## config.mk

```make
export PLATFORM = sky130hd
export DESIGN_NAME = sauart_top
export DESIGN_NICKNAME = d
export VERILOG_FILES = /design/src/sauart_fifo.v /design/src/sauart_top.v
export VERILOG_INCLUDE_DIRS = /design/src
export SDC_FILE = /design/constraint.sdc
export NUM_CORES = 1
export LEC_CHECK = 0
export BUFFER_PORTS_ARGS = -buffer_cell sky130_fd_sc_hd__buf_4
export CAP_MARGIN = 20
export CORE_UTILIZATION = 65
export CTS_CLUSTER_DIAMETER = 30
export DETAILED_ROUTE_END_ITERATION = 8
export GPL_ROUTABILITY_DRIVEN = 0
export GPL_TIMING_DRIVEN = 1
export HOLD_SLACK_MARGIN = 0.05
export PLACE_DENSITY_LB_ADDON = 0.05
export RECOVER_POWER = 50
export SLEW_MARGIN = 5
export SYNTH_ARGS = -nofsm -noshare
export SYNTH_HDL_FRONTEND = slang
export SYNTH_SLANG_ARGS = --single-unit
```

## constraint.sdc

```tcl
create_clock -name sys_clk -period 6 [get_ports sys_clk]
set_input_delay 0.3 -clock sys_clk [delete_from_list [all_inputs] [get_ports sys_clk]]
set_output_delay 0.3 -clock sys_clk [all_outputs]
set_load 0.02 [all_outputs]
```

## src/sauart_defines.vh

```
// constants for the serial uart: fifo sizes, entry layout, timing counts
// assumes a 100 mhz sys_clk; included by sauart_top.v and sauart_fifo.v
`ifndef SAUART_DEFINES_VH
`define SAUART_DEFINES_VH
// ==========================================================
// sizes
`define SAUART_FIFO_DEPTH 36
`define SAUART_TX_WIDTH 8
`define SAUART_RX_WIDTH 11
// ==========================================================
// receive entry fields
`define SAUART_RX_BRK_BIT 10
`define SAUART_RX_FRM_BIT 9
`define SAUART_RX_PAR_BIT 8
// ==========================================================
// timing
`define SAUART_OVERSAMPLE 16
`define SAUART_CLK_MHZ 100
`define SAUART_MAX_BAUD_KBPS 12500
`define SAUART_MIN_DIV (`SAUART_CLK_MHZ * 1000 / (`SAUART_MAX_BAUD_KBPS * 2))
`define SAUART_DIV_RESET 16'h0036
`define SAUART_TIMEOUT_BITS 4
`define SAUART_IR_SHORT 3
`define SAUART_IR_LONG 4
`endif

```

## src/sauart_fifo.v

```verilog
// simple synchronous fifo with valid/ready on both sides
// assumes one clock and an active-low asynchronous reset
`timescale 1ns/1ns
`include "sauart_defines.vh"
module sauart_fifo #(
  parameter WIDTH = 8,
  parameter DEPTH = `SAUART_FIFO_DEPTH,
  parameter AW = 6
) (
  input wire sys_clk,
  input wire arst_n,
  input wire flush,
  input wire in_valid,
  output wire in_ready,
  input wire [WIDTH-1:0] in_data,
  output wire out_valid,
  input wire out_ready,
  output wire [WIDTH-1:0] out_data,
  output reg [AW:0] count
);
  // ==========================================================
  // storage
  reg [WIDTH-1:0] mem [0:DEPTH-1];
  reg [AW-1:0] wr_ptr;
  reg [AW-1:0] rd_ptr;
  wire push = in_valid && in_ready;
  wire pop = out_valid && out_ready;
  assign in_ready = (count != DEPTH[AW:0]);
  assign out_valid = (count != {(AW+1){1'b0}});
  assign out_data = mem[rd_ptr];
  always @(posedge sys_clk) begin
    if (push)
      mem[wr_ptr] <= in_data;
  end
  always @(posedge sys_clk or negedge arst_n) begin
    if (!arst_n) begin
      wr_ptr <= {AW{1'b0}};
      rd_ptr <= {AW{1'b0}};
      count <= {(AW+1){1'b0}};
    end else if (flush) begin
      wr_ptr <= {AW{1'b0}};
      rd_ptr <= {AW{1'b0}};
      count <= {(AW+1){1'b0}};
    end else begin
      if (push)
        wr_ptr <= (wr_ptr == DEPTH[AW-1:0] - 1'b1) ? {AW{1'b0}} : wr_ptr + 1'b1;
      if (pop)
        rd_ptr <= (rd_ptr == DEPTH[AW-1:0] - 1'b1) ? {AW{1'b0}} : rd_ptr + 1'b1;
      if (push && !pop)
        count <= count + 1'b1;
      else if (pop && !push)
        count <= count - 1'b1;
    end
  end
endmodule // sauart_fifo

```

## src/sauart_top.v

```verilog
// serial uart: framing, fifos, flow control, infrared coding, baud sense
// assumes control bits are static while a character is in flight
//
// What this block does
// - send words framed by start and stop bits; receive and unframe them
// - optional parity bit added on send, checked on receive, mismatch flagged in fifo mode
// - five to eight data bits, parity on or off, one or two stops
// - legacy one-deep mode and fifo mode, chosen by the fifo_mode input
// - transmit fifo holds 36 eight-bit words
// - receive fifo holds 36 eleven-bit entries: break, framing, parity flags
// - timeout flag when the line went quiet with data still waiting
// - drive request-to-send to pace far end; wait for clear-to-send
// - infrared mode: zero sent as 3/16 or 4/16 bit pulse, decoded back
// - dma requests for transmit and receive paths
// - receiver can measure incoming baud rate and set its divider
// - modem inputs synchronised and shown to software
// - timing from device clock, up to 1.25 mbit/s from baud_div, 6.25 mbit/s once sensed
`timescale 1ns/1ns
`include "sauart_defines.vh"
module sauart_top #(
  parameter FIFO_DEPTH = `SAUART_FIFO_DEPTH,
  parameter MODEM_W = 4
) (
  input wire sys_clk,
  input wire arst_n,
  input wire fifo_mode,
  input wire [1:0] word_len,
  input wire parity_en,
  input wire parity_odd,
  input wire two_stop,
  input wire infrared_pulse_mode,
  input wire ir_long_pulse,
  input wire loopback,
  input wire flow_en,
  input wire autobaud_start,
  input wire [15:0] baud_div,
  input wire tx_valid,
  output wire tx_ready,
  input wire [7:0] tx_data,
  output wire rx_valid,
  input wire rx_ready,
  output wire [10:0] rx_data,
  output reg rx_timeout,
  output wire tx_dma_req,
  output wire rx_dma_req,
  output reg [15:0] active_div,
  output reg autobaud_busy,
  output reg [MODEM_W-1:0] modem_status,
  input wire [MODEM_W-1:0] modem_in,
  output reg uart_tx,
  input wire uart_rx,
  input wire cts_n,
  output reg rts_n
);
  // constants sized to the signals that use them
  localparam [3:0] IR_SHORT_W = `SAUART_IR_SHORT;
  localparam [3:0] IR_LONG_W = `SAUART_IR_LONG;
  localparam [15:0] MIN_DIV = `SAUART_MIN_DIV;
  localparam [5:0] TIMEOUT_TICKS = `SAUART_TIMEOUT_BITS * 10;
  // ==========================================================
  // pin synchronisers
  reg rx_s1, rx_s2, cts_s1, cts_s2;
  reg [MODEM_W-1:0] modem_s1;
  always @(posedge sys_clk or negedge arst_n) begin
    if (!arst_n) begin
      rx_s1 <= 1'b1;
      rx_s2 <= 1'b1;
      cts_s1 <= 1'b1;
      cts_s2 <= 1'b1;
      modem_s1 <= {MODEM_W{1'b0}};
      modem_status <= {MODEM_W{1'b0}};
    end else begin
      rx_s1 <= uart_rx;
      rx_s2 <= rx_s1;
      cts_s1 <= cts_n;
      cts_s2 <= cts_s1;
      modem_s1 <= modem_in;
      modem_status <= modem_s1;
    end
  end
  // ==========================================================
  // fifos; legacy mode caps occupancy at one word
  wire [6:0] txf_count, rxf_count;
  wire txf_in_ready, txf_out_valid, rxf_in_ready;
  wire [7:0] txf_out;
  reg tx_pop, rx_push;
  reg [10:0] rx_entry;
  wire cap_tx = !fifo_mode && (txf_count != 7'h00);
  wire cap_rx = !fifo_mode && (rxf_count != 7'h00);
  assign tx_ready = txf_in_ready && !cap_tx;
  sauart_fifo #(.WIDTH(`SAUART_TX_WIDTH), .DEPTH(FIFO_DEPTH), .AW(6)) u_txf (
    .sys_clk(sys_clk), .arst_n(arst_n), .flush(1'b0),
    .in_valid(tx_valid && !cap_tx), .in_ready(txf_in_ready), .in_data(tx_data),
    .out_valid(txf_out_valid), .out_ready(tx_pop), .out_data(txf_out),
    .count(txf_count));
  sauart_fifo #(.WIDTH(`SAUART_RX_WIDTH), .DEPTH(FIFO_DEPTH), .AW(6)) u_rxf (
    .sys_clk(sys_clk), .arst_n(arst_n), .flush(1'b0),
    .in_valid(rx_push && !cap_rx), .in_ready(rxf_in_ready), .in_data(rx_entry),
    .out_valid(rx_valid), .out_ready(rx_ready), .out_data(rx_data),
    .count(rxf_count));
  assign tx_dma_req = tx_ready;
  assign rx_dma_req = rx_valid;
  // ==========================================================
  // flow control: hold off far end when the receive side is nearly full
  always @(posedge sys_clk or negedge arst_n) begin
    if (!arst_n)
      rts_n <= 1'b1;
    else
      rts_n <= flow_en && (cap_rx || rxf_count >= (FIFO_DEPTH - 4));
  end
  // ==========================================================
  // transmitter, 16 ticks per bit
  wire [3:0] nbits = 4'h5 + {2'b00, word_len};
  reg [15:0] tx_div_cnt;
  reg [3:0] tx_tick;
  reg [3:0] tx_bitn;
  reg [11:0] tx_shift;
  reg tx_busy;
  wire tx_tick_en = (tx_div_cnt == 16'h0000);
  wire tx_parity = ^(txf_out & ~(8'hFF << nbits)) ^ parity_odd;
  reg [3:0] tx_len;
  wire tx_bit = tx_shift[0];
  always @(posedge sys_clk or negedge arst_n) begin
    if (!arst_n) begin
      tx_div_cnt <= 16'h0000;
      tx_tick <= 4'h0;
      tx_bitn <= 4'h0;
      tx_shift <= 12'hFFF;
      tx_busy <= 1'b0;
      tx_len <= 4'h0;
      tx_pop <= 1'b0;
    end else begin
      tx_pop <= 1'b0;
      tx_div_cnt <= tx_tick_en ? active_div : tx_div_cnt - 16'h0001;
      if (!tx_busy) begin
        if (txf_out_valid && !tx_pop && (!flow_en || !cts_s2)) begin
          // start, data lsb first, parity, stops
          tx_shift <= ({4'hF, txf_out} & ~(12'hFFF << nbits)) << 1
            | (parity_en ? {11'h000, tx_parity} << (nbits + 4'h1) : 12'h000)
            | (12'hFFF << (nbits + 4'h1 + {3'b000, parity_en}));
          tx_len <= nbits + 4'h2 + {3'b000, parity_en} + {3'b000, two_stop};
          tx_bitn <= 4'h0;
          tx_tick <= 4'h0;
          // restart the divider so the start bit is a whole bit long
          tx_div_cnt <= active_div;
          tx_busy <= 1'b1;
          tx_pop <= 1'b1;
        end
      end else if (tx_tick_en) begin
        tx_tick <= tx_tick + 4'h1;
        if (tx_tick == 4'hF) begin
          tx_shift <= {1'b1, tx_shift[11:1]};
          tx_bitn <= tx_bitn + 4'h1;
          if (tx_bitn == tx_len - 4'h1)
            tx_busy <= 1'b0;
        end
      end
    end
  end
  // infrared: zero becomes a short high pulse at the start of the bit
  wire [3:0] ir_w = ir_long_pulse ? IR_LONG_W : IR_SHORT_W;
  wire line_out = !tx_busy || tx_bit;
  always @(posedge sys_clk or negedge arst_n) begin
    if (!arst_n)
      uart_tx <= 1'b1;
    else if (infrared_pulse_mode)
      uart_tx <= !line_out && (tx_tick < ir_w);
    else
      uart_tx <= line_out;
  end
  // ==========================================================
  // receiver front end: loopback and infrared decode
  reg ir_stretch;
  reg [3:0] ir_cnt;
  reg [15:0] rx_div_cnt;
  wire rx_tick_en = (rx_div_cnt == 16'h0000);
  wire raw_in = loopback ? uart_tx : rx_s2;
  always @(posedge sys_clk or negedge arst_n) begin
    if (!arst_n) begin
      ir_cnt <= 4'h0;
      ir_stretch <= 1'b0;
    end else if (raw_in) begin
      ir_cnt <= 4'hF;
      ir_stretch <= 1'b1;
    end else if (rx_tick_en && ir_cnt != 4'h0) begin
      ir_cnt <= ir_cnt - 4'h1;
    end else if (ir_cnt == 4'h0) begin
      ir_stretch <= 1'b0;
    end
  end
  // a pulse marks a zero bit, stretched across the bit period
  wire rx_line = infrared_pulse_mode ? !ir_stretch : raw_in;
  // ==========================================================
  // receiver, mid-bit sampling
  reg [3:0] rx_tick;
  reg rx_wait_high;
  reg [3:0] rx_bitn;
  reg [8:0] rx_shift;
  reg rx_busy, rx_allzero;
  reg [5:0] idle_ticks;
  wire [3:0] rx_dlen = nbits + {3'b000, parity_en};
  always @(posedge sys_clk or negedge arst_n) begin
    if (!arst_n) begin
      rx_div_cnt <= 16'h0000;
      rx_tick <= 4'h0;
      rx_bitn <= 4'h0;
      rx_shift <= 9'h000;
      rx_busy <= 1'b0;
      rx_allzero <= 1'b0;
      rx_wait_high <= 1'b0;
      rx_push <= 1'b0;
      rx_entry <= 11'h000;
      idle_ticks <= 6'h00;
      rx_timeout <= 1'b0;
    end else begin
      rx_push <= 1'b0;
      rx_div_cnt <= rx_tick_en ? active_div : rx_div_cnt - 16'h0001;
      if (!rx_busy) begin
        // after a low stop the line must go high first, else a break repeats
        if (rx_wait_high) begin
          if (rx_line)
            rx_wait_high <= 1'b0;
        end else if (!rx_line && !autobaud_busy) begin
          rx_busy <= 1'b1;
          rx_tick <= 4'h0;
          rx_bitn <= 4'h0;
          rx_allzero <= 1'b1;
          rx_div_cnt <= active_div;
        end
      end else if (rx_tick_en) begin
        rx_tick <= rx_tick + 4'h1;
        if (rx_tick == 4'h7) begin
          if (rx_bitn == 4'h0 && rx_line) begin
            rx_busy <= 1'b0; // glitch, not a start bit
          end else if (rx_bitn != 4'h0 && rx_bitn <= rx_dlen) begin
            rx_shift[rx_bitn - 4'h1] <= rx_line;
            if (rx_line)
              rx_allzero <= 1'b0;
          end else if (rx_bitn > rx_dlen) begin
            rx_busy <= 1'b0;
            rx_wait_high <= !rx_line;
            rx_push <= 1'b1;
            rx_entry[7:0] <= rx_shift[7:0] & ~(8'hFF << nbits);
            rx_entry[`SAUART_RX_BRK_BIT] <= fifo_mode && rx_allzero && !rx_line;
            rx_entry[`SAUART_RX_FRM_BIT] <= fifo_mode && !rx_line;
            rx_entry[`SAUART_RX_PAR_BIT] <= fifo_mode && parity_en &&
              ((^(rx_shift & ~(9'h1FF << nbits))) ^ rx_shift[nbits] ^ parity_odd);
          end
        end
        if (rx_tick == 4'hF)
          rx_bitn <= rx_bitn + 4'h1;
      end
      // timeout: quiet line for several character times with data pending
      if (rx_busy || !rx_valid || !rx_line)
        idle_ticks <= 6'h00;
      else if (rx_tick_en && rx_tick == 4'hF && idle_ticks != 6'h3F)
        idle_ticks <= idle_ticks + 6'h01;
      if (rx_tick_en && !rx_busy)
        rx_tick <= rx_tick + 4'h1;
      rx_timeout <= rx_valid && (idle_ticks >= TIMEOUT_TICKS);
    end
  end
  // ==========================================================
  // baud sense: time the start bit of a 0x55-style sync character
  // assumes the first low pulse is exactly one bit long
  reg [19:0] ab_cnt;
  reg ab_low;
  // a sensed divider is kept until reset or until the next sensing ends; baud_div is ignored until reset
  reg ab_hold;
  always @(posedge sys_clk or negedge arst_n) begin
    if (!arst_n) begin
      active_div <= `SAUART_DIV_RESET;
      autobaud_busy <= 1'b0;
      ab_cnt <= 20'h00000;
      ab_low <= 1'b0;
      ab_hold <= 1'b0;
    end else if (!autobaud_busy) begin
      if (!ab_hold)
        active_div <= (baud_div < MIN_DIV) ? MIN_DIV : baud_div;
      if (autobaud_start) begin
        autobaud_busy <= 1'b1;
        ab_low <= 1'b0;
        ab_cnt <= 20'h00000;
      end
    end else if (!ab_low) begin
      if (!rx_line) begin
        ab_low <= 1'b1;
        ab_cnt <= 20'h00001;
      end
    end else if (!rx_line) begin
      if (ab_cnt != 20'hFFFFF)
        ab_cnt <= ab_cnt + 20'h00001;
    end else begin
      // divide bit length by 16 ticks per bit, minus the reload cycle
      active_div <= (ab_cnt[19:4] == 16'h0000) ? 16'h0000 : ab_cnt[19:4] - 16'h0001;
      autobaud_busy <= 1'b0;
      ab_hold <= 1'b1;
    end
  end
endmodule // sauart_top

```

Word level (Yosys, flattened, before mapping)

Memory sizes are Yosys's and may differ from the RTL's.
Index checks and enable logic that the tools add are counted.

Flip-flop bits (word level): 193
Output and inout port bits: 39
Memories kept: 2
Logic and storage cells: 322
RAM bits: 684

Memories:

| memory    | words | bits a word | rd ports | clocked after Yosys merged registers in | write ports | line             | source |
|---|---|---|---|---|---|---|---|
| u_rxf.mem | 36    | 11          | 1        | 0                                       | 1           | sauart_fifo.v:23 | `reg [WIDTH-1:0] mem [0:DEPTH-1];` |
| u_txf.mem | 36    | 8           | 1        | 0                                       | 1           | sauart_fifo.v:23 |  |

Reduce and logical (&&, ||, !) cells: 86
Mux-type cells: 108
Bitwise logic cells: 15
Eq/ne operators: 31
Add/sub/neg operators: 27
Shift operators: 5
Magnitude comparators: 9

Operator list:

| operator              | count |
|---|---|
| $mux 16               | 13 |
| $mux 20               | 6 |
| $mux 4                | 16 |
| $mux 12               | 5 |
| $mux 1                | 54 |
| $logic_not 16->1      | 3 |
| $sub 16x1->16 const B | 3 |
| $mux 6                | 6 |
| $logic_and 1x1->1     | 31 |
| $add 6x1->6 const B   | 5 |
| $mux 7                | 4 |
| $eq 6x6->1 const B    | 4 |
| $or 12x12->12         | 2 |
| $add 20x1->20 const B | 1 |
| $add 4x1->4 const B   | 5 |
| $ne 20x20->1 const B  | 1 |
| $ne 2x1->1 const B    | 9 |
| $logic_not 1->1       | 17 |
| $add 4x1->4           | 4 |
| $and 8x8->8           | 2 |
| $lt 16x3->1 const B   | 1 |
| $reduce_bool 2->1     | 8 |
| $reduce_and 3->1      | 5 |
| $add 7x1->7 const B   | 2 |
| 47 further kinds      | 74 |

Logic depth before layout (Yosys ltp)

Gate-level depths: netlist of the first run.

Word-level depth: 12
Depth in mapped cells: 16

Modules after synthesis

Synthesis of the first run repeated with hierarchy kept, for this count alone.

Cell total of the unflattened synthesis: 2459
Area, all modules: 37842.5 um^2

By module, submodules not included:

| module               | seq. area each (um^2) | cells each | instances | area an instance (um^2) |
|---|---|---|---|---|
| sauart_fifo at u_rxf | 12366.9               | 849        | 1         | 16598.4 |
| sauart_fifo at u_txf | 9123.8                | 689        | 1         | 12569.6 |
| sauart_top           | 3906.2                | 921        | 1         | 8674.6 |

Least setup slack after synthesis of the first run

No wires, ideal clock.

Path kind: register to register
Start: reg u_txf.count[1]
End: reg u_txf.count[6]
Required time: 5875 ps
Setup slack: 2428 ps
Path buffers: 1
Stages on the path, launching flop included: 16
Arrival: 3447 ps
Path through: dfrtp_1 > or4_1 > o31ai_1 > o2bb2ai_1 > and2_1 > clkbuf_1 > ha_1 > inv_1 > fa_1 > a21o_1 > a21oi_1 > o21bai_1 > a21oi_1 > xnor2_1 > nor2_1 > xor2_1

Word-level cells in the longest chain between the ends: 8
Elaborated cells between the ends (all ways): 16
Those cells by class: add/sub (2); eq/ne (1); mux (2); reduce/logical (11)

Ends and longest elaborated chain:

| element                     | line             | source |
|---|---|---|
| from (decl)                 | sauart_fifo.v:19 | `output reg [AW:0] count` |
| from (signal assigned)      | sauart_fifo.v:39 | `count <= {(AW+1){1'b0}};` |
| from (signal assigned)      | sauart_fifo.v:43 | `count <= {(AW+1){1'b0}};` |
| from (signal assigned)      | sauart_fifo.v:50 | `count <= count + 1'b1;` |
| $reduce_bool 7->1           | sauart_top.v:88  | `wire cap_tx = !fifo_mode && (txf_count != 7'h00);` |
| $logic_and 1x1->1           | sauart_top.v:88  |  |
| $logic_not 1->1             | sauart_top.v:93  | `.in_valid(tx_valid && !cap_tx), .in_ready(txf_in_ready), .in_data(tx_data),` |
| $logic_and 1x1->1           | sauart_top.v:93  |  |
| $logic_and 1x1->1 (*)       | sauart_fifo.v:26 | `wire push = in_valid && in_ready;` |
| named net u_txf.push        | sauart_fifo.v:26 |  |
| $logic_not 1->1             | sauart_fifo.v:51 | `else if (pop && !push)` |
| $logic_and 1x1->1           | sauart_fifo.v:51 |  |
| $reduce_bool 2->1 (no line) | -                |  |

The timed path passes the listed nets; every way through them passes the cells marked *. The select of a mux whose other input is x is not followed.
A chain may end at the register's enable or synchronous reset.

Worst setup path after layout of the first run

Start: reg u_rxf.rd_ptr[1]
End: out rx_data[10]

Word-level cells in the longest chain between the ends: 1

Ends and longest elaborated chain:

| element                | line             | source |
|---|---|---|
| from (decl)            | sauart_fifo.v:25 | `reg [AW-1:0] rd_ptr;` |
| from (signal assigned) | sauart_fifo.v:38 | `rd_ptr <= {AW{1'b0}};` |
| from (signal assigned) | sauart_fifo.v:42 | `rd_ptr <= {AW{1'b0}};` |
| from (signal assigned) | sauart_fifo.v:48 | `rd_ptr <= (rd_ptr == DEPTH[AW-1:0] - 1'b1) ? {AW{1'b0}} : rd_ptr + 1'b1;` |
| $mem_v2 36x11          | -                |  |
| to (decl)              | sauart_top.v:42  | `output wire [10:0] rx_data,` |

No other way between the ends.

==> results by group, run 1 <==
Synthesis
  • Avg Inst Size Synth: between 15 and 20 sq um
  • Complex-gate fraction of the synthesized area: about 5.2%
  • Ys async rst share: approximately 22%
  • EDFF count, synth: a little under 700
  • Synth Warn #: 0
  • Yosys cell types: 79
  • Synth Area in Adders: 1.90%
  • Main synth FF type: edfxtp_1
  • Synthesized area: 37200 sq um
  • Simple-gate share of the synthesized area: roughly 7.3%
  • Largest family of logic cells by synthesized area: multiplexers
  • Mapped Cells: ~2300
  • Post-Synth XOR/XNOR Area: about 2.3%
  • Mux cell area share after synthesis: between 10% and 20%
  • Synthesized Nets: about 2400
  • Post-synthesis register bit count: about 880
  • Share of the yosys chip area belonging to registers: just under 70%

Clock tree
  • CTS Buffer Depth: 3
  • Clk_lat worst skew: between 0.7 and 0.8 ns
  • H-tree depth: 4
  • Clock Root Buffer: clkbuf_16
  • TritonCTS buffer count: about 150
  • Post-CTS resize count: 0
  • CTS clock-pin slew for the worst setup and hold paths: 0.05 ns
  • CTS Sinks: between 800 and 900
  • CTS tree: yes

Final layout
  • Fillers: between 3000 and 4000
  • Nets@finish: 2640
  • Final instance count without filler cells: 3423
  • Multi-input gate area in the final layout: 11100 sq um
  • Area Overhead vs Synth: 18.4%
  • Flip-flop and latch area: about 25000 sq um
  • N_diodes: 0
  • Share of cells above drive strength 1: around 21%
  • Design area: 44100 sq um

Timing
  • Worst Tran Pin Value: around 3.0 ns
  • Final setup TNS: 0 ns
  • Tcrit/Tclk final: a little over two thirds
  • Achievable Freq: around 240 MHz
  • Fin. max-slew vios: 422
  • Fin worst setup slack: roughly 1.8 ns
  • Endpoints failing setup: 0
  • Slew HR: -97.9%
  • Final min period: between 4 and 5 ns
  • RSZ-0062 raised after global routing: no
  • Worst Skew: approximately 0.027 ns
  • Fin. Hold Viols: 0

Power
  • Power Total: ~18 mW
  • Cell Pwr Density: a little over 400 nW/um^2
  • Peak VDD IR: between 0.0003 and 0.0004 V
  • Leakage: 14.8 nW

Global routing
  • First-pass GRT wire length: 130000 um
  • GRT Resource Usage Total: 30.2%
  • Total congestion overflow: 0
  • Initial antenna violation count: 0
  • Number of global-route vias before repair: ~22000
  • Largest net degree at the start of global routing: slightly above 70

Setup path
  • Arr. time, crit path: 3.95 ns
  • Worst Reg2Reg Path Length in Cells: 9
  • Setup crit start kind: flip-flop
  • WP data required: roughly 5.7 ns
  • Critical path endpoint category: output pin
  • Critical path class: reg2out
  • Critical Path Fanout Max: 53

Job
  • Max Cap Violations: 10

Place
  • Setup WS pre-CTS: slightly above 2 ns
  • Post-DP Area: about 38000 sq um
  • Input/output buffers: 83
  • Dpl hpwl: approximately 50000 um
  • Placed Instances: 3082

Drt
  • DRT antenna net count: 0
  • DR vias: approximately 22000
  • DR WL met2: between 40000 and 50000 um
  • Met1 WL: roughly 33000 um
  • Vias per std cell: between 6 and 7
  • Initial drt markers: 1873
  • Initial DRT Pass Iterations: 7
  • Met3 Wirelength: 5520 um
  • Top layer in use: met4
  • Routed WL: between 80000 and 90000 um
  • Routed length per instance: approximately 25 um
  • # DRC: 0

Floorplanning
  • Initial Utilization: ~66%
  • IO Pins: 84
  • Row Count: just under 90
  • Die X: roughly 240 um
  • Vert. Die Dim: about 240 um
  • Core area: roughly 56000 sq um
  • Die ar.: 58200 sq um

Status
  • Outcome: finished with violations
  • Failing checks: max-capacitance violations, max-slew violations

Worst hold path
  • Min-Delay Path Depth: 3
  • Hold Path Class: in2reg
-- state kept, by name, indices dropped and copies added (netlist names), 9 cells and up --
signal	cells
rx_entry	11
u_txf.mem	288
active_div	16
tx_shift	12
rx_div_cnt	16
u_rxf.mem	396
tx_div_cnt	16
rx_shift	9
ab_cnt	20
-- metal layers --
layer | vias to the layer above | track usage [%]
met4 | 0 | 12.1
met5 | - | 0
met3 | 225 | 5.67
li1 | 9480 | -
met2 | 988 | 51.2
met1 | 11100 | 38.8
-- cells in the mapped netlist (all sizes together) (36+ instances only) --
| cell | instances | share of area (%) |
|---|---|---|
| mux4 | 174 | 11 |
| dfrtp | 171 | 12 |
| nand3 | 36 | 0.48 |
| nor2 | 171 | 1.7 |
| nand2 | 192 | 1.9 |
| xnor2 | 62 | 1.5 |
| o21ai | 130 | 1.7 |
| a21oi | 64 | 0.86 |
| buf | 44 | 0.76 |
| clkbuf | 75 | 0.76 |
| inv | 49 | 0.49 |
| mux2i | 59 | 1.6 |
| ha | 50 | 1.7 |
| edfxtp | 684 | 55 |
-- worst max-delay path, stage by stage (launching register included) --
cell	delay, ns
dfrtp_4	0.95
buf_4	0.55
mux4_2	0.41
mux4_2	0.58
mux2i_1	0.21
o21ai_0	0.21
buf_4	0.25
-- kinds of logic after synthesis --
logic type,count (synthesis)
compound gates,316
xor+xnor,93
fa+ha+maj,54
buf+inv,170
flops,877
mux,261
simple gates,574
-- per-stage QoR --
step                util, %  hold WS, ns
global placement       67.9        0.274
global route           78.0        0.158
CTS                    78.0       0.0948
floorplan                 -      0.00441
detailed placement     67.9        0.280
finish                 78.0        0.146
-- layout make-up --
type,instances,share of cell area (%)
clock buffer,183,9.40
multi-input combinational,1298,25.1
timing repair buffer,161,2.73
inverter,51,0.435
tap,756,2.15
sequential,877,57.7
clock inverter,97,2.54
-- report_power, final --
group / switching, mW / internal (mW) / total, mW / leakage [nW]
Clock: 2.98 / 5.75 / 8.73 / 2.55
Combinational: 1.02 / 0.816 / 1.83 / 4.55
Sequential: 0.458 / 6.85 / 7.31 / 7.67
-- worst paths after layout --
check | from | endpoint | slack (ns)
worst min-delay path | tx_valid | u_txf.wr_ptr[0] | 0.15
min in group asynchronous | arst_n | u_rxf.rd_ptr[3] | 1.12
worst max register to register | u_txf.rd_ptr[0] | tx_shift[10] | 2.05
worst min register to register | cts_s1 | cts_s2 | 0.35
max in group asynchronous | arst_n | rx_div_cnt[15] | 1.85
worst max-delay path | u_rxf.rd_ptr[1] | rx_data[10] | 1.75
-- repair_timing --
item / CTS / global route
endpoints found under the hold margin: 374 / 0
hold buffers: 42 / 0
buffers inserted: 0 / 0
-- cells in the final DEF, fill, tap and decap left out, types with 42 or more instances in the layout --
master         synthesis  routed
mux4_2               173     173
clkbuf_16              0     160
buf_4                  8      69
dlygate4sd3_1          0      42
nor2_1               171     170
mux2i_1               57      57
inv_1                 49      49
o21ai_0              126     126
dfrtp_1              171     167
clkbuf_1              75      57
edfxtp_1             684     684
nand2_1              192     192
a21oi_1               64      64
xnor2_1               62      62
ha_1                  50      50
(Power assumes the default switching activity.)
==> run 2, diff against run 1 <==
Settings changed: ABC_AREA set to 1, CORE_UTILIZATION 65 to 63.
Clock period 6 ns to 4.2 ns, I/O delays scaled along.
==> results by group, run 2 <==
Status
  • Outcome: finished with violations
  • Failing checks: max-capacitance violations, max-slew violations

Power
  • Cell Pwr Density: ~600 nW/um^2
  • Leakage: approximately 19 nW
  • Combinational group share of total power: around 17%
  • Sw frac: between 20% and 30%
  • Seq pwr share: about 37%
  • Peak VDD IR: just under 0.0005 V
  • Clock share of power: 47.0%
  • Net Switching: roughly 8 mW
  • Int Pwr: ~20 mW

Global routing
  • First-pass GRT wire length: roughly 150000 um
  • Largest net degree at the start of global routing: 200
  • Total congestion overflow: 0
  • Number of global-route vias before repair: about 28000
  • GRT Resource Usage Total: a little under a third
  • Initial antenna violation count: 0

Timing
  • Final setup TNS: 0 ns
  • Achievable Freq: roughly 260 MHz
  • RSZ-0062 raised after global routing: no
  • Fin. max-slew vios: ~640
  • Tcrit/Tclk final: between 80% and 90%
  • Slew HR: -74.5%
  • Endpoints failing setup: 0
  • Final hold slack: roughly 0.15 ns
  • Worst Tran Pin Value: ~2.6 ns
  • Fin. Hold Viols: 0
  • Final min period: 3.78 ns
  • Worst Skew: ~0.025 ns

Clock tree
  • CTS clock-pin slew for the worst setup and hold paths: 0.05 ns
  • Post-CTS Setup Repair Bufs: 0
  • CTS Buffer Depth: 3
  • Clock Root Buffer: clkbuf_16
  • Post-CTS resize count: 0
  • TritonCTS buffer count: 156
  • Clk_lat worst skew: 0.75 ns
  • Hold_buf cts: 47
  • H-tree depth: 4
  • CTS Sinks: 877
  • CTS tree: yes

Synthesis
  • Ys async rst share: between 20 and 25%
  • Post-synthesis register bit count: 877
  • EDFF count, synth: about 680
  • Synthesized Nets: 3717
  • Leading area contributor after synthesis: edfxtp_1
  • Synth top area share: roughly 54%
  • Mapped Cells: about 3600
  • Avg Inst Size Synth: around 11 sq um
  • Synthesized area: 38300 sq um
  • Main synth FF type: edfxtp_1
  • Largest cells by area after synthesis: edfxtp_1 54%, dfrtp_1 11%, nand2_1 7.0%
  • Synth Warn #: 0
  • Share of the yosys chip area belonging to registers: roughly two thirds
  • Leading cell type by number of instances after synthesis: nand2_1
  • Yosys cell types: 60
  • Top cells by count, synth: 710 x nand2_1, 684 x edfxtp_1, 503 x nor2_1, 336 x o21ai_0, 298 x inv_1

Setup path
  • Slowest CP cell: inv_4
  • Cell Chain, Critical Path: inv_4, buf_4, o21ai_0, o22ai_1, nand2_1, nand4_1, o21ai_0, o21ai_0, buf_4
  • WP data required: ~4.0 ns
  • Slowest stage delay, CP: about 0.6 ns
  • Arr. time, crit path: 3.57 ns
  • Critical path endpoint category: output pin
  • CP most frequent cell: o21ai_0
  • CP startpoint: u_rxf.rd_ptr[0]
  • Critical path class: reg2out
  • Critical Path Fanout Max: 80
  • Reg-to-reg critical path startpoint: u_txf.rd_ptr[0]
  • Setup crit start kind: flip-flop

Floorplanning
  • Initial Utilization: between 60 and 70%
  • Die ar.: 61800 sq um
  • Die X: 249 um
  • Row Count: 90
  • Core area: approximately 60000 sq um
  • Vert. Die Dim: ~250 um
  • IO Pins: 84

Drt
  • Initial DRT Pass Iterations: 6
  • Vias per std cell: 5.88
  • Routed WL: 96100 um
  • # DRC: 0
  • DRT antenna net count: 0
  • Initial drt markers: between 2000 and 3000
  • DR vias: 27900
  • Routed length per instance: approximately 20 um

Final layout
  • Most frequent cells in the layout: 710 x nand2_1, 684 x edfxtp_1, 503 x nor2_1, 336 x o21ai_0, 296 x inv_1
  • Area Overhead vs Synth: 19.5%
  • Final Core Density: 76.0%
  • Share of cells above drive strength 1: a little under an eighth
  • Nets@finish: about 3900
  • Fillers: 3847
  • Max reg flops: between 300 and 400
  • Design area: roughly 46000 sq um
  • Biggest regs: u_rxf.mem: 396 flops, u_txf.mem: 288 flops, ab_cnt: 20 flops
  • Final instance count without filler cells: roughly 4700
  • Reg with most FFs: u_rxf.mem
  • N_diodes: 0
  • Commonest non-fill, non-tap cell in the layout: nand2_1

Place
  • Placed Instances: about 4400
  • Dpl hpwl: about 58000 um
  • Input/output buffers: 83
  • Post-DP Area: approximately 40000 sq um

Worst hold path
  • Hold_sp: modem_in[1]
  • Hold Path Class: in2reg

Job
  • Max Cap Violations: 16
==> run 2: cell types whose count changed in the layout (fill, tap and decap cells not counted), sizes merged, moves of 28 or more <==
cell / change
nand2: +522
o22ai: +105
mux2: -28
nor2: +339
a21oi: +44
buf: +55
nand4: +31
inv: +259
mux2i: -58
o21ai: +225
nand3: +149
xnor2: -39
mux4: -174
==> run 2: layout make-up <==
class	instances	area [sq um]	area share [%]
multi-input cells	2280	11100	24.2
flip-flops and latches	877	25400	55.5
clock buffers	181	4080	8.91
well taps	782	978	2.14
clock inverters	111	1420	3.10
inverters	306	1150	2.52
repair buffers	207	1660	3.62
==> run 2: critical path: cells and delay by family (launching register included) <==
family	cells	cell delay [ns]
buffers and inverters	3	1.19
AOI/OAI and AO/OA	4	0.75
DFF	1	0.50
and+or+nand+nor	2	0.37
==> run 2: layer usage <==
layer	share of wire (%)	global-route usage, %
met5	0	0
met3	7.5	5.77
met4	3.7	14.4
met1	38	39.4
met2	50	53.4
==> run 2: power groups by stage <==
| stage | logic, mW | clock network [mW] | registers (mW) |
|---|---|---|---|
| floorplan | 2.74 | 0 | 10.1 |
| global placement | 4.28 | 0 | 10.2 |
| detailed placement | 4.42 | 0 | 10.2 |
| CTS | 4.50 | 13.0 | 10.0 |
| global route | 4.93 | 13.4 | 10.1 |
| finish | 4.54 | 12.9 | 10.0 |
==> run 2: worst paths after layout <==
check / cells after the start / to / slack (ns)
worst max-delay path: 9 / rx_data[8] / 0.42
worst min-delay path: 2 / modem_s1[1] / 0.15
worst max register to register: 21 / tx_shift[11] / 0.53
worst min register to register: 0 / modem_status[1] / 0.35
max in group asynchronous: 3 / rx_div_cnt[4] / 1.35
min in group asynchronous: 2 / modem_status[2] / 0.79
==> run 2: cells by family (layout without fill, tap and decap cells) <==
kind of cell               after synthesis  count (layout)  share of synthesized area (%)
adders and majority gates               54              54                           1.84
muxes                                    1               1                         0.0359
buffers and inverters                  461             805                           4.74
xor gates and xnor gates                61              61                           1.39
AOI/OAI and AO/OA                      647             647                           9.34
and+or+nand+nor                       1517            1517                           16.4
DFF                                    877             877                           66.3
==> run 2: metrics by stage <==
step | setup slack (ns) | power [mW]
6_report | 0.422 | 27.5
3_3_place_gp | 0.869 | 14.4
2_1_floorplan | 0.818 | 12.8
5_1_grt | 0.200 | 28.4
3_5_place_dp | 0.701 | 14.6
4_1_cts | 0.382 | 27.5
